[config.mk]
export PLATFORM = sky130hd
export DESIGN_NAME = pdfl_flag_logic
export DESIGN_NICKNAME = d
export VERILOG_FILES = /design/src/verilog/pdfl_pkg.sv /design/src/verilog/pdfl_flag_logic.sv
export SDC_FILE = /design/constraint.sdc
export NUM_CORES = 1
export LEC_CHECK = 0
export BUFFER_PORTS_ARGS = -buffer_cell sky130_fd_sc_hd__buf_4
export CORE_AREA = 4 4 206 208
export DETAILED_ROUTE_END_ITERATION = 10
export DIE_AREA = 0 0 210 212
export GPL_TIMING_DRIVEN = 1
export MAX_ROUTING_LAYER = met4
export PLACE_DENSITY = 0.81
export SKIP_LAST_GASP = 1
export SLEW_MARGIN = 5
export SYNTH_ARGS = -nofsm -noshare
export SYNTH_HDL_FRONTEND = slang
export SYNTH_SLANG_ARGS = --single-unit
[constraint.sdc]
create_clock -name clk_in -period 7.9 [get_ports clk_in]
set_clock_uncertainty 0.05 [all_clocks]
set_input_delay 1.185 -clock clk_in [delete_from_list [all_inputs] [get_ports clk_in]]
set_output_delay 1.185 -clock clk_in [all_outputs]
set_load 0.005 [all_outputs]
[src/verilog/pdfl_pkg.sv]
`default_nettype none
// =====================================================================
// Shared constants and carriers of the descriptor flag logic.
// =====================================================================
package pdfl_pkg;
    // Flag positions in descriptor word 3.
    localparam int FIRST_BIT = 31;
    localparam int LAST_BIT = 30;
    localparam int HOLDS_BIT = 29;
    localparam int QEND_BIT = 28;
    localparam int TDONE_BIT = 27;
    localparam int CRCSUP_BIT = 26;
    // Receive status byte sits in bits 23..16 of word 3.
    localparam int STAT_LSB = 16;
    localparam int STAT_MSB = 23;
    // Byte offset of word 3 inside a four-word descriptor.
    localparam logic [31:0] WORD3_OFFSET = 32'h0000000c;
    localparam logic [15:0] CRC_BYTES = 16'h0004;
    localparam logic [31:0] NULL_LINK = 32'h00000000;
    localparam logic [31:0] ADDR_RESET = 32'h00000000;
    localparam logic [15:0] LEN_RESET = 16'h0000;
    localparam int BUF_DEPTH = 2;

    // Descriptor as fetched: its own address and its four words.
    typedef struct packed {
        logic [31:0] addr;
        logic [31:0] link;
        logic [31:0] buf_ptr;
        logic [31:0] word2;
        logic [31:0] word3;
    } pdfl_desc_t;

    // One write-back of word 3 to system memory.
    typedef struct packed {
        logic [31:0] addr;
        logic [31:0] word3;
    } pdfl_wb_t;

    // Receive outcome; status[7] is fragment down to status[0] miss.
    typedef struct packed {
        logic last;
        logic [7:0] status;
        logic [15:0] len;
    } pdfl_rx_result_t;

    typedef enum logic [4:0] {
        T_IDLE = 5'h01,
        T_SEND = 5'h02,
        T_WB_LAST = 5'h04,
        T_WB_FIRST = 5'h08,
        T_HALT = 5'h10
    } pdfl_tx_state_t;

    typedef enum logic [3:0] {
        R_IDLE = 4'h1,
        R_FILL = 4'h2,
        R_WB = 4'h4,
        R_HALT = 4'h8
    } pdfl_rx_state_t;
endpackage
`default_nettype wire

[src/verilog/pdfl_flag_logic.sv]
`timescale 1ns/1ns
`default_nettype none
module pdfl_flag_logic (
    input wire logic clk_in,
    input wire logic rst_n_in,
    input wire logic tx_desc_valid_in,
    input wire pdfl_pkg::pdfl_desc_t tx_desc_in,
    output logic tx_desc_ready_out,
    input wire logic tx_sent_in,
    input wire logic tx_teardown_in,
    input wire logic tx_restart_in,
    output logic tx_append_crc_out,
    output logic [15:0] tx_wire_len_out,
    output logic [31:0] tx_next_addr_out,
    output logic tx_halted_out,
    output logic tx_teardown_done_out,
    input wire logic rx_desc_valid_in,
    input wire pdfl_pkg::pdfl_desc_t rx_desc_in,
    output logic rx_desc_ready_out,
    input wire logic rx_done_in,
    input wire pdfl_pkg::pdfl_rx_result_t rx_result_in,
    input wire logic rx_restart_in,
    output logic [31:0] rx_write_addr_out,
    output logic [31:0] rx_next_addr_out,
    output logic rx_halted_out,
    output logic wb_valid_out,
    input wire logic wb_ready_in,
    output var pdfl_pkg::pdfl_wb_t wb_out
);
    // =================================================================
    // Declarations
    // =================================================================
    pdfl_pkg::pdfl_tx_state_t tx_state;
    pdfl_pkg::pdfl_rx_state_t rx_state;
    pdfl_pkg::pdfl_desc_t tx_cur;
    pdfl_pkg::pdfl_desc_t tx_sop;
    pdfl_pkg::pdfl_desc_t rx_cur;
    pdfl_pkg::pdfl_rx_result_t rx_res;
    pdfl_pkg::pdfl_wb_t tx_wb;
    pdfl_pkg::pdfl_wb_t rx_wb;
    pdfl_pkg::pdfl_wb_t push_data;
    pdfl_pkg::pdfl_wb_t buf_q [pdfl_pkg::BUF_DEPTH];
    logic [pdfl_pkg::BUF_DEPTH-1:0] buf_v;
    logic tx_qend;
    logic tx_single;
    logic tx_abort;
    logic td_pend;
    logic rx_link_null;
    logic tx_push;
    logic rx_push;
    logic push_ready;
    logic tx_acc;
    logic rx_acc;
    logic pop;

    // =================================================================
    // Write-back arbitration
    // =================================================================
    // Transmit write-backs win; receive simply waits, nothing is lost.
    assign tx_push = (tx_state == pdfl_pkg::T_WB_LAST) ||
                     (tx_state == pdfl_pkg::T_WB_FIRST);
    assign rx_push = (rx_state == pdfl_pkg::R_WB) && !tx_push;
    assign push_ready = !buf_v[1];
    assign tx_acc = tx_push && push_ready;
    assign rx_acc = rx_push && push_ready;
    assign pop = buf_v[0] && wb_ready_in;
    assign push_data = tx_push ? tx_wb : rx_wb;

    // Only word 3 is ever written, so link and buffer words stay intact.
    always_comb begin
        tx_wb = '0;
        if (tx_state == pdfl_pkg::T_WB_LAST) begin
            tx_wb.addr = tx_cur.addr + pdfl_pkg::WORD3_OFFSET;
            tx_wb.word3 = tx_cur.word3;
            tx_wb.word3[pdfl_pkg::QEND_BIT] = tx_qend;
        end else begin
            tx_wb.addr = tx_sop.addr + pdfl_pkg::WORD3_OFFSET;
            tx_wb.word3 = tx_sop.word3;
            // Flags land in the same write that releases it.
            tx_wb.word3[pdfl_pkg::HOLDS_BIT] = 1'b0;
            tx_wb.word3[pdfl_pkg::TDONE_BIT] = tx_abort;
            tx_wb.word3[pdfl_pkg::QEND_BIT] = tx_single && tx_qend;
        end
    end

    // Receive word 3: flags, status byte and received length.
    always_comb begin
        rx_wb.addr = rx_cur.addr + pdfl_pkg::WORD3_OFFSET;
        rx_wb.word3 = rx_cur.word3;
        rx_wb.word3[pdfl_pkg::LAST_BIT] = rx_res.last;
        rx_wb.word3[pdfl_pkg::HOLDS_BIT] = !rx_res.last;
        rx_wb.word3[pdfl_pkg::QEND_BIT] = rx_link_null;
        rx_wb.word3[pdfl_pkg::STAT_MSB:pdfl_pkg::STAT_LSB] =
            rx_res.status;
        rx_wb.word3[15:0] = rx_res.len;
    end

    // =================================================================
    // Two-entry write-back buffer
    // =================================================================
    // Entry 0 drives the port directly; entry 1 catches a word while
    // memory stalls, so a stalled write waits as long as the stall lasts, never losing data.
    always_ff @(posedge clk_in or negedge rst_n_in) begin
        if (!rst_n_in) begin
            buf_v <= '0;
            buf_q[0] <= '0;
            buf_q[1] <= '0;
        end else if (pop || !buf_v[0]) begin
            if (buf_v[1]) begin
                buf_q[0] <= buf_q[1];
                buf_v <= 2'b01;
            end else begin
                buf_q[0] <= push_data;
                buf_v <= {1'b0, tx_acc || rx_acc};
            end
        end else if (tx_acc || rx_acc) begin
            // Only an accepted push may land, or a full entry 1 is lost.
            buf_q[1] <= push_data;
            buf_v[1] <= 1'b1;
        end
    end

    assign wb_valid_out = buf_v[0];
    assign wb_out = buf_q[0];

    // =================================================================
    // Teardown request
    // =================================================================
    // A new request in the cycle it is consumed stays pending.
    always_ff @(posedge clk_in or negedge rst_n_in) begin
        if (!rst_n_in) begin
            td_pend <= 1'b0;
        end else if (tx_teardown_in) begin
            td_pend <= 1'b1;
        end else if ((tx_state == pdfl_pkg::T_IDLE && tx_desc_valid_in &&
                      tx_desc_in.word3[pdfl_pkg::FIRST_BIT]) ||
                     tx_state == pdfl_pkg::T_HALT) begin
            td_pend <= 1'b0;
        end
    end

    // =================================================================
    // Transmit descriptor sequencing
    // =================================================================
    always_ff @(posedge clk_in or negedge rst_n_in) begin
        if (!rst_n_in) begin
            tx_state <= pdfl_pkg::T_IDLE;
            tx_cur <= '0;
            tx_sop <= '0;
            tx_qend <= 1'b0;
            tx_single <= 1'b0;
            tx_abort <= 1'b0;
            tx_next_addr_out <= pdfl_pkg::ADDR_RESET;
        end else begin
            case (tx_state)
                pdfl_pkg::T_IDLE: begin
                    if (tx_desc_valid_in) begin
                        tx_cur <= tx_desc_in;
                        tx_qend <= 1'b0;
                        if (tx_desc_in.word3[pdfl_pkg::FIRST_BIT]) begin
                            tx_sop <= tx_desc_in;
                            tx_abort <= td_pend;
                            tx_single <= td_pend ||
                                tx_desc_in.word3[pdfl_pkg::LAST_BIT];
                            // Aborted packet is never sent.
                            tx_state <= td_pend ? pdfl_pkg::T_WB_FIRST :
                                pdfl_pkg::T_SEND;
                        end else begin
                            tx_state <= pdfl_pkg::T_SEND;
                        end
                    end
                end
                pdfl_pkg::T_SEND: begin
                    if (tx_sent_in) begin
                        tx_next_addr_out <= tx_cur.link;
                        if (tx_cur.word3[pdfl_pkg::LAST_BIT]) begin
                            // Null link after a last buffer ends queue.
                            tx_qend <= (tx_cur.link ==
                                        pdfl_pkg::NULL_LINK);
                            tx_state <= tx_single ? pdfl_pkg::T_WB_FIRST :
                                pdfl_pkg::T_WB_LAST;
                        end else begin
                            tx_state <= pdfl_pkg::T_IDLE;
                        end
                    end
                end
                pdfl_pkg::T_WB_LAST: begin
                    if (tx_acc) begin
                        tx_state <= pdfl_pkg::T_WB_FIRST;
                    end
                end
                pdfl_pkg::T_WB_FIRST: begin
                    if (tx_acc) begin
                        // Teardown stops the walk: later ones untouched.
                        tx_state <= (tx_abort || tx_qend) ?
                            pdfl_pkg::T_HALT :
                            pdfl_pkg::T_IDLE;
                    end
                end
                pdfl_pkg::T_HALT: begin
                    if (tx_restart_in) begin
                        tx_state <= pdfl_pkg::T_IDLE;
                        tx_abort <= 1'b0;
                    end
                end
                default: tx_state <= pdfl_pkg::T_IDLE;
            endcase
        end
    end

    // Frame check handling follows the first descriptor of the packet.
    always_ff @(posedge clk_in or negedge rst_n_in) begin
        if (!rst_n_in) begin
            tx_append_crc_out <= 1'b0;
            tx_wire_len_out <= pdfl_pkg::LEN_RESET;
        end else if (tx_state == pdfl_pkg::T_IDLE && tx_desc_valid_in &&
                     tx_desc_in.word3[pdfl_pkg::FIRST_BIT]) begin
            tx_append_crc_out <=
                !tx_desc_in.word3[pdfl_pkg::CRCSUP_BIT];
            // Lengths exclude a generated CRC, so add it on the wire.
            tx_wire_len_out <= tx_desc_in.word3[pdfl_pkg::CRCSUP_BIT] ?
                tx_desc_in.word3[15:0] :
                tx_desc_in.word3[15:0] + pdfl_pkg::CRC_BYTES;
        end
    end

    // Teardown done pulse: on abort write, or at once if already halted.
    always_ff @(posedge clk_in or negedge rst_n_in) begin
        if (!rst_n_in) begin
            tx_teardown_done_out <= 1'b0;
        end else begin
            tx_teardown_done_out <= (tx_acc && tx_abort &&
                tx_state == pdfl_pkg::T_WB_FIRST) ||
                (td_pend && tx_state == pdfl_pkg::T_HALT);
        end
    end

    // One-hot state bits feed the ports directly, with no decode.
    assign tx_desc_ready_out = tx_state[0];
    assign tx_halted_out = tx_state[4];

    // =================================================================
    // Receive descriptor sequencing
    // =================================================================
    // The link is sampled once at fetch; a later append is missed and
    // the channel halts, which software sees as queue end.
    always_ff @(posedge clk_in or negedge rst_n_in) begin
        if (!rst_n_in) begin
            rx_state <= pdfl_pkg::R_IDLE;
            rx_cur <= '0;
            rx_res <= '0;
            rx_link_null <= 1'b0;
            rx_write_addr_out <= pdfl_pkg::ADDR_RESET;
            rx_next_addr_out <= pdfl_pkg::ADDR_RESET;
        end else begin
            case (rx_state)
                pdfl_pkg::R_IDLE: begin
                    if (rx_desc_valid_in) begin
                        rx_cur <= rx_desc_in;
                        rx_link_null <= (rx_desc_in.link ==
                                         pdfl_pkg::NULL_LINK);
                        rx_next_addr_out <= rx_desc_in.link;
                        // Any byte address is accepted as it stands.
                        rx_write_addr_out <= rx_desc_in.buf_ptr +
                            {16'h0000, rx_desc_in.word2[31:16]};
                        rx_state <= pdfl_pkg::R_FILL;
                    end
                end
                pdfl_pkg::R_FILL: begin
                    if (rx_done_in) begin
                        rx_res <= rx_result_in;
                        rx_state <= pdfl_pkg::R_WB;
                    end
                end
                pdfl_pkg::R_WB: begin
                    if (rx_acc) begin
                        rx_state <= rx_link_null ? pdfl_pkg::R_HALT :
                            pdfl_pkg::R_IDLE;
                    end
                end
                pdfl_pkg::R_HALT: begin
                    if (rx_restart_in) begin
                        rx_state <= pdfl_pkg::R_IDLE;
                    end
                end
                default: rx_state <= pdfl_pkg::R_IDLE;
            endcase
        end
    end

    // One-hot state bits feed the ports directly, with no decode.
    assign rx_desc_ready_out = rx_state[0];
    assign rx_halted_out = rx_state[3];
endmodule // pdfl_flag_logic
`default_nettype wire

* Word-level counts from Yosys, hierarchy flattened
Cells that the tools add are included.
Storage, ports and cells: latch bits 0, register bits 507, ROM bits 0, input port bits 355, output and inout bits 183, bits in writable memories 0, memories kept 0, logic and storage cells 127
Operators by class: multiplexer cells 34, divide/modulo/power cells 0, eq/ne operators 20, bitwise gates (word level) 1, add/sub/neg operators 5, $lt $le $gt $ge 0, shift operators 0, multipliers 0, reduce and logical (&&, ||, !) cells 38
Operators by type and width (number):
- 2-to-1 mux 64 bit | 3
- adder 32 x 4 -> 32 bit, second input constant | 3
- zero test 32 bit | 2
- 2-to-1 mux 4 bit | 9
- adder 32 x 16 -> 32 bit | 1
- 2-to-1 mux 5 bit | 6
- one-hot mux 5 bit (5 select lines) | 1
- != test 2 bit, second input constant | 11
- adder 16 x 3 -> 16 bit, second input constant | 1
- 2-to-1 mux 16 bit | 1
- one-hot mux 4 bit (4 select lines) | 1
- AND reduction 4 bit | 3
- 2-to-1 mux 1 bit | 11
- logical AND 1 bit | 10
- AND reduction 2 bit | 5
- nonzero test 2 bit | 4
- logical OR 1 bit | 7
- == test 5 x 1 -> 1 bit, second input constant | 1
- == test 5 x 2 -> 1 bit, second input constant | 1
- == test 5 x 3 -> 1 bit, second input constant | 1
- == test 5 x 4 -> 1 bit, second input constant | 1
- == test 5 bit, second input constant | 1
- zero test 1 bit | 5
- AND reduction 5 bit | 1
- 7 further kinds | 8

* Logic depth before layout (Yosys ltp)
Gate-level depths: netlist of the first run.
depth in word-level cells 8, gate-level depth with buffers 13, gate-level depth less buffers 10

* Worst setup path before layout of the first run
No wires, ideal clock.
path kind in2reg, start point input port rx_desc_in[48] (netlist bit), end point register rx_write_addr_out[30], cell stages on the path 10, data arrival time 3499 ps, library setup time 134 ps, buffers on the path 0, data required time 7716 ps, path slack 4217 ps, cell sequence ha_1 -> fa_1 -> a21o_1 -> a221o_1 -> a221oi_1 -> a21oi_1 -> a21boi_1 -> nor3b_1 -> xnor2_1 -> o21ai_0
Between the ends: longest elaborated chain between the ends 1
RTL lines:
- start: declaration | RTL line pdfl_flag_logic.sv:18 | input wire pdfl_pkg::pdfl_desc_t rx_desc_in,
- adder 32 x 16 -> 32 bit | RTL line pdfl_flag_logic.sv:264 | rx_write_addr_out <= rx_desc_in.buf_ptr +
- end signal: assignment | RTL line pdfl_flag_logic.sv:253 | rx_write_addr_out <= pdfl_pkg::ADDR_RESET;
- end signal: assignment | RTL line pdfl_flag_logic.sv:264
- end: declaration | RTL line pdfl_flag_logic.sv:23 | output logic [31:0] rx_write_addr_out,
Every way passes these cells. A chain may end at the register's enable or synchronous reset.

* Worst setup path after layout of the first run
start point register tx_state[2], end point register buf_q (netlist bit wb_out[57])
Between the ends: longest elaborated chain between the ends 4, elaborated cells on any way between the ends 6, those cells by class eq/ne (2); mux (3); reduce/logical (1)
RTL lines:
- start: declaration | RTL line pdfl_flag_logic.sv:33 | pdfl_pkg::pdfl_tx_state_t tx_state;
- start signal: assignment | RTL line pdfl_flag_logic.sv:147 | tx_state <= pdfl_pkg::T_IDLE;
- start signal: assignment | RTL line pdfl_flag_logic.sv:166 | tx_state <= td_pend ? pdfl_pkg::T_WB_FIRST :
- start signal: assignment | RTL line pdfl_flag_logic.sv:169 | tx_state <= pdfl_pkg::T_SEND;
- == test 5 x 3 -> 1 bit / == test 5 x 4 -> 1 bit (equally long branches) | RTL line pdfl_flag_logic.sv:60, pdfl_flag_logic.sv:72, pdfl_flag_logic.sv:61
- 2-to-1 mux 64 bit / logical OR 1 bit (equally long branches) | RTL line pdfl_flag_logic.sv:72, pdfl_flag_logic.sv:60
- 2-to-1 mux 64 bit * | RTL line pdfl_flag_logic.sv:67 | assign push_data = tx_push ? tx_wb : rx_wb;
- 2-to-1 mux 64 bit * | RTL line pdfl_flag_logic.sv:109 | if (buf_v[1]) begin
- end: declaration | RTL line pdfl_flag_logic.sv:42 | pdfl_pkg::pdfl_wb_t buf_q [pdfl_pkg::BUF_DEPTH];
Mark *: on every way between the ends. The rest lies on a longest branch, timed or not.

==> results.md, run 1 <==
### Clocking
* 0 — number of resized instances in the post-cts repair step
* 0 — hold bufs inserted after CTS
* 3 — clk buf depth
* clkbuf_16 — cell chosen for the clock root
* 50 — Num CTS Buffers
* done — clock tree from TritonCTS
* 476 — # clock sinks
* 60 ps — clock slew seen by the registers of the worst setup and hold paths
* 0 — buffer count from post-CTS setup fixing
* 2 — number of H-tree branching levels
* 590 ps — worst-skew pair later-pin latency

### Die
* 538 — I/O pins
* 40550 um^2 — total core area
* 44520 um^2 — Total Die Area
* 212 um — Die Height
* 55.56% — initial core utilization
* 210 um — width of the die
* 74 — number of placement rows

### Route
* 7 — detailed-router iteration count before antenna repair
* 5.643 — routed via count divided by cell count
* 1684 — count of routing violations after the opening detailed-route iteration
* 0 — residual antenna-violating net count after detailed routing
* 18810 — detailed-route via count
* 65.66 mm — total routed wirelength
* 19.70 um — wire per inst
* 0 — DRC

### Global routing
* 0 — overflow left after global routing
* 103.3 mm — first-pass GRT wire length
* 10 — antenna violations before repair
* 179 — maximum number of pins on one net before global-route repair
* 29.93% — All-Layer GR Usage
* 19070 — vias in the first global route

### Layout
* 3128 — # nets final
* 3172 — fill cell instance count of the final layout
* 21.46% — Syn-to-layout area delta
* 24.66% — share of layout cells above drive strength 1
* 927 x nand2_1, 473 x dfrtp_1, 446 x buf_4 — commonest cells after routing, fill and taps aside
* nand2_1 — most common cell after layout, fill and taps aside

### Outcome
* finished, final reports clean — result of the run

### Setup path
* flip-flop — crit end category
* flip-flop to flip-flop — Setup CP Type
* 4950 ps — data arrival time at the worst-slack endpoint
* nor2b_2 — slowest stage cell on the critical path
* 8310 ps — required arrival time at the worst endpoint
* flip-flop — launching element type of the critical path
* 8 — cell depth of the worst flop-to-flop path
* 1050 ps — slowest stage delay, CP
* nor2b_2, a211oi_1, a2bb2oi_2, nand4_2, nor4_4, a31oi_1, o311ai_1, nand2_1 — Cell Chain, Critical Path
* 26 — largest fanout of any net on the critical path

### Job
* 0 — maxcap violations

### STA
* 0 — final count of hold timing violations
* 0 — Final setup viols
* 4543 ps — min Tclk post-route
* 419.8 ps — tightest hold margin
* 19.37% — worst slew margin relative to its limit
* 1204 ps — Worst Max-Slew Pin Slew
* 0 — final max-slew violation count
* 0 ps — total negative slack
* 0.2201 GHz — f_max
* no — setup repair after global routing missed its margin
* 57.50% — share of the clock period used by the worst path after layout

### Logic synthesis
* 2457 — Post-Syn Instances
* 0 — count of flip-flops with a built-in enable after synthesis
* 0 — Yosys warning count
* 100.0% — share of synthesized registers carrying an async set or reset
* dfrtp_1 — cell accounting for the most synthesized area
* 52.88% — post-synthesis sequential area ratio
* 22530 um^2 — netlist area before placement
* dfrtp_1 — most instantiated flip-flop cell in the synthesis netlist
* 79 — number of unique standard cell types used by synthesis
* 2831 — post-synth net total
* 9.170 um^2 — mean instance size in the synthesized netlist
* 476 — post-synthesis sequential element count
* 52.64% — Yosys top cell area share
* dfrtp_1 53%, nand2_1 15%, mux2_2 5.1% — biggest area contributors in the synthesized netlist

### Place
* 429 — Port Buf Inserts
* 0.9175 — Placer Congestion
* 44.51 mm — total half-perimeter wirelength after legalization and detailed placement

### Pwr
* 384.8 nW/um^2 — power density over the cells
* 0.2250 mV — worst IR drop on VDD
* 13.90 nW — leakage power summed over all cells
* 0.01053 W — Power, Total

### Min path
* flip-flop to flip-flop — Min-Delay Path Class
* 2 — worst hold path stage count

## cell type report
class,count,area (um^2),share of cell area (%)
clock inverters,18,255.2,0.9327
diodes,11,27.53,0.1006
multi-input cells,1760,9545,34.88
well taps,532,665.6,2.432
flip-flops and latches,476,11920,43.54
repair buffers,449,3403,12.44
inverters,17,63.81,0.2332
clock buffers,70,1490,5.445
## worst paths after layout
path / start / to / slack, ps
max: tx_state[2] / wb_out[57] / 3360
min: wb_out[57] / wb_out[57] / 420
max reg2reg: tx_state[2] / wb_out[57] / 3360
min reg2reg: wb_out[57] / wb_out[57] / 420
max in group asynchronous: rst_n_in / buf_v[1] / 5630
min in group asynchronous: rst_n_in / tx_cur[116] / 610
## cells by family after synthesis
logic type | after synthesis | share of synthesized area, %
and+or+nand+nor | 1218 | 22.53
DFF | 476 | 52.88
AOI/OAI and AO/OA | 340 | 10.05
buffers and inverters | 221 | 5.020
muxes | 119 | 5.858
xor gates and xnor gates | 64 | 2.571
adders and majority gates | 19 | 1.088
## report_power, final
part | total, W | switching, W | internal, W | leakage [nW]
logic | 0.00380 | 0.00211 | 0.00168 | 7.04
registers | 0.00423 | 0.000694 | 0.00354 | 5.99
clock network | 0.00250 | 0.000993 | 0.00151 | 0.868
## registers in the layout (all words and copies together), names as in the netlist, 32 cells and up
name	cells
tx_next_addr_out	32
rx_next_addr_out	32
rx_cur	37
wb_out	64
buf_q	64
rx_write_addr_out	32
tx_sop	61
tx_cur	95
## per-layer routing
metal | vias up | wire [um] | track usage [%]
met5 | - | 0 | -
met1 | 9123 | 25440 | 37.09
met4 | 0 | 2316 | 11.39
met2 | 852 | 32220 | 48.81
met3 | 130 | 5677 | 6.493
li1 | 8702 | - | -
## metrics by stage
stage	utilization (%)	area [um^2]	worst slack, ps	std cells
2_1_floorplan	-	22530	4217	2457
3_3_place_gp	63.11	25590	3529	3234
3_5_place_dp	63.11	25590	3451	3234
4_1_cts	67.41	27340	3459	3322
5_1_grt	67.48	27360	2927	3332
6_report	67.48	27370	3357	3333
## synthesized netlist by cell type (18+ instances only)
library cell	count
a211oi_1	20
nor4_1	18
dfrtp_1	474
nand3_1	31
nor2_1	125
buf_4	69
clkbuf_1	109
mux2_2	102
a21oi_1	58
a31oi_1	73
o21ai_0	98
xor2_1	32
xnor2_1	31
nand2_1	930
ha_1	18
## worst max-delay path, delay by kind of cell (launching register included)
| kind | cells | cell delay (ps) |
|---|---|---|
| AOI/OAI and AO/OA | 4 | 1200 |
| DFF | 1 | 660 |
| and+or+nand+nor | 4 | 2490 |
(Power assumes the default switching activity.)
==> run 2, diff against run 1 <==
--- a/config.mk
+++ b/config.mk
@@ -6,12 +6,12 @@
 export NUM_CORES = 1
 export LEC_CHECK = 0
 export BUFFER_PORTS_ARGS = -buffer_cell sky130_fd_sc_hd__buf_4
-export CORE_AREA = 4 4 206 208
+export CORE_AREA = 4 4 160 278
 export DETAILED_ROUTE_END_ITERATION = 10
-export DIE_AREA = 0 0 210 212
+export DIE_AREA = 0 0 164 282
 export GPL_TIMING_DRIVEN = 1
 export MAX_ROUTING_LAYER = met4
-export PLACE_DENSITY = 0.81
+export PLACE_DENSITY = 0.78
 export SKIP_LAST_GASP = 1
 export SLEW_MARGIN = 5
 export SYNTH_ARGS = -nofsm -noshare
==> constraint.sdc (replaced) <==
create_clock -name clk_in -period 4.7 [get_ports clk_in]
set_clock_uncertainty 0.05 [all_clocks]
set_input_delay 0.705 -clock clk_in [delete_from_list [all_inputs] [get_ports clk_in]]
set_output_delay 0.705 -clock clk_in [all_outputs]
set_load 0.005 [all_outputs]
==> run 2 against run 1 <==
Compared with the run above:
- highest routed layer unchanged
- global-route usage shrank 0.20 points
- critical path type unchanged
- count of clock-buffer cells in the layout shrank 9
- sequential share of layout area rose by 0.22 points
- total power is 63% higher
- critical endpoint is now wb_out[56]
- sequential power grew 68%
- routed wire length increased by 2.3%
- largest cell class unchanged
- sequential cell count is the same
==> results.md, run 2 (synthesized netlist as in run 1, its figures left out) <==
### Clocking
* 70 ps — clock slew seen by the registers of the worst setup and hold paths, about the same
* 2 — number of H-tree branching levels, unchanged
* clkbuf_16 — cell chosen for the clock root
* done — clock tree from TritonCTS
* 550 ps — worst-skew pair later-pin latency, -40 ps
* 3 — clk buf depth, unchanged
* 44 — Num CTS Buffers, -12%
* 0 — hold bufs inserted after CTS, unchanged
* 0 — buffer count from post-CTS setup fixing, unchanged
* 0 — number of resized instances in the post-cts repair step, unchanged
* 476 — # clock sinks, unchanged

### Setup path
* 1 — Buf+Inv Stages, Crit Path, +1
* 48 — largest fanout of any net on the critical path, +85%
* flip-flop — crit end category
* flip-flop to flip-flop — Setup CP Type
* 620 ps — worst reg-to-reg setup slack, -2730 ps
* 5070 ps — required arrival time at the worst endpoint, -3240 ps
* or3_4 — slowest stage cell on the critical path
* 4440 ps — data arrival time at the worst-slack endpoint, -510 ps
* simple AND/OR/NAND/NOR gates — family of cells with the greatest summed delay on the critical path
* 650 ps — slowest stage delay, CP, -400 ps
* or3_4, nor2_8, a2bb2oi_1, inv_1, ha_1, nand4b_2, nor2_2, a31oi_1, o311ai_1, nand2_1 — Cell Chain, Critical Path
* flip-flop — launching element type of the critical path

### Pwr
* 632.3 nW/um^2 — power density over the cells, +64%
* 0.01722 W — Power, Total, +63%
* 0.4772 mV — worst IR drop on VDD, +110%
* 13.83 nW — leakage power summed over all cells, -0.49%

### Place
* 429 — Port Buf Inserts, unchanged
* 0.9342 — Placer Congestion, +1.8%
* 47.32 mm — total half-perimeter wirelength after legalization and detailed placement, +6.3%

### Min path
* input port to async pin — Min-Delay Path Class

### Die
* 282 um — Die Height, +33%
* 46250 um^2 — Total Die Area, +3.9%
* 53.28% — initial core utilization, -2.3 points
* 100 — number of placement rows, +35%
* 538 — I/O pins, unchanged
* 42290 um^2 — total core area, +4.3%
* 164 um — width of the die, -22%

### Global routing
* 0 — overflow left after global routing, unchanged
* 19210 — vias in the first global route, +0.74%
* 104.4 mm — first-pass GRT wire length, +1.1%
* 120 — maximum number of pins on one net before global-route repair, -33%
* 29.73% — All-Layer GR Usage, -0.20 points
* 4 — antenna violations before repair, -6

### Layout
* 24.62% — share of layout cells above drive strength 1, -0.036 points
* nand2_1 — most common cell after layout, fill and taps aside
* 20.85% — Syn-to-layout area delta
* 95 — max reg flops, unchanged
* tx_cur — Largest Register
* 3130 — # nets final, +0.064%
* 926 x nand2_1, 473 x dfrtp_1, 452 x buf_4 — commonest cells after routing, fill and taps aside

### STA
* 0.2453 GHz — f_max, +11%
* 1072 ps — Worst Max-Slew Pin Slew, -131.8 ps
* 0 — final max-slew violation count, unchanged
* 86.73% — share of the clock period used by the worst path after layout, +29 points
* no — setup repair after global routing missed its margin
* 28.52% — worst slew margin relative to its limit, +9.1 points
* 0 — Final setup viols, unchanged
* 0 — final count of hold timing violations, unchanged
* 0 ps — total negative slack, unchanged
* 4076 ps — min Tclk post-route, -466.6 ps

### Route
* 5.547 — routed via count divided by cell count, -1.7%
* 0 — DRC, unchanged
* 5.472 mm — routed length on met3, -3.6%
* 1344 — count of routing violations after the opening detailed-route iteration, -20%
* 18590 — detailed-route via count, -1.1%
* 20.05 um — wire per inst, +1.8%
* met4 — uppermost metal layer occupied by signal nets
* 6 — detailed-router iteration count before antenna repair, -1
* 0 — residual antenna-violating net count after detailed routing, unchanged
* 67.19 mm — total routed wirelength, +2.3%
* 34.53 mm — met2 wire len, +7.2%
* 24.08 mm — wire length on met1, -5.4%

### Outcome
* finished, final reports clean — result of the run

### Job
* 0 — maxcap violations, unchanged

==> run 2: metal layers <==
metal  global-route usage, %  vias up
met5                       -        -
met4                   12.46        0
met3                   6.626      160
met2                   50.66      766
met1                   33.75     8990
li1                        -     8678
==> run 2: metrics by stage <==
| step | hold WS, ps | worst slack (ps) | instance area (um^2) | instances | utilization, % |
|---|---|---|---|---|---|
| 2_1_floorplan | 359.4 | 1497 | 22530 | 2457 | - |
| 4_1_cts | 254.9 | 652.7 | 27220 | 3347 | 64.36 |
| 3_5_place_dp | 405.8 | 681.9 | 25740 | 3271 | 60.86 |
| 6_report | 229.6 | 623.9 | 27230 | 3352 | 64.39 |
| 3_3_place_gp | 399.5 | 779.4 | 25740 | 3271 | 60.86 |
| 5_1_grt | 261.2 | 393.6 | 27230 | 3351 | 64.38 |
==> run 2: where the power goes <==
part	internal [W]	leakage, nW	switching (W)
Combinational	0.00285	7.11	0.00355
Sequential	0.00595	5.99	0.00114
Clock	0.00217	0.730	0.00156
==> run 2: final cells by class <==
cell class / instances / area, um^2
Tap cell: 561 / 701.9
Antenna cell: 5 / 12.51
Clock buffer: 61 / 1276
Inverter: 17 / 63.81
Multi-Input combinational cell: 1760 / 9567
Sequential cell: 476 / 11920
Fill cell: 3449 / 15060
Clock inverter: 15 / 205.2
Timing Repair Buffer: 457 / 3488
==> run 2: path summary, 6_finish.rpt <==
kind | cells after the start | to | startpoint
hold / removal | 1 | buf_q[15] | rst_n_in
hold reg to reg | 2 | tx_sop[153] | tx_sop[153]
setup / recovery | 10 | wb_out[56] | tx_state[4]
setup reg to reg | 10 | wb_out[56] | tx_state[4]
min in group clk_in | 2 | td_pend | tx_teardown_in
max in group asynchronous | 2 | tx_cur[147] | rst_n_in
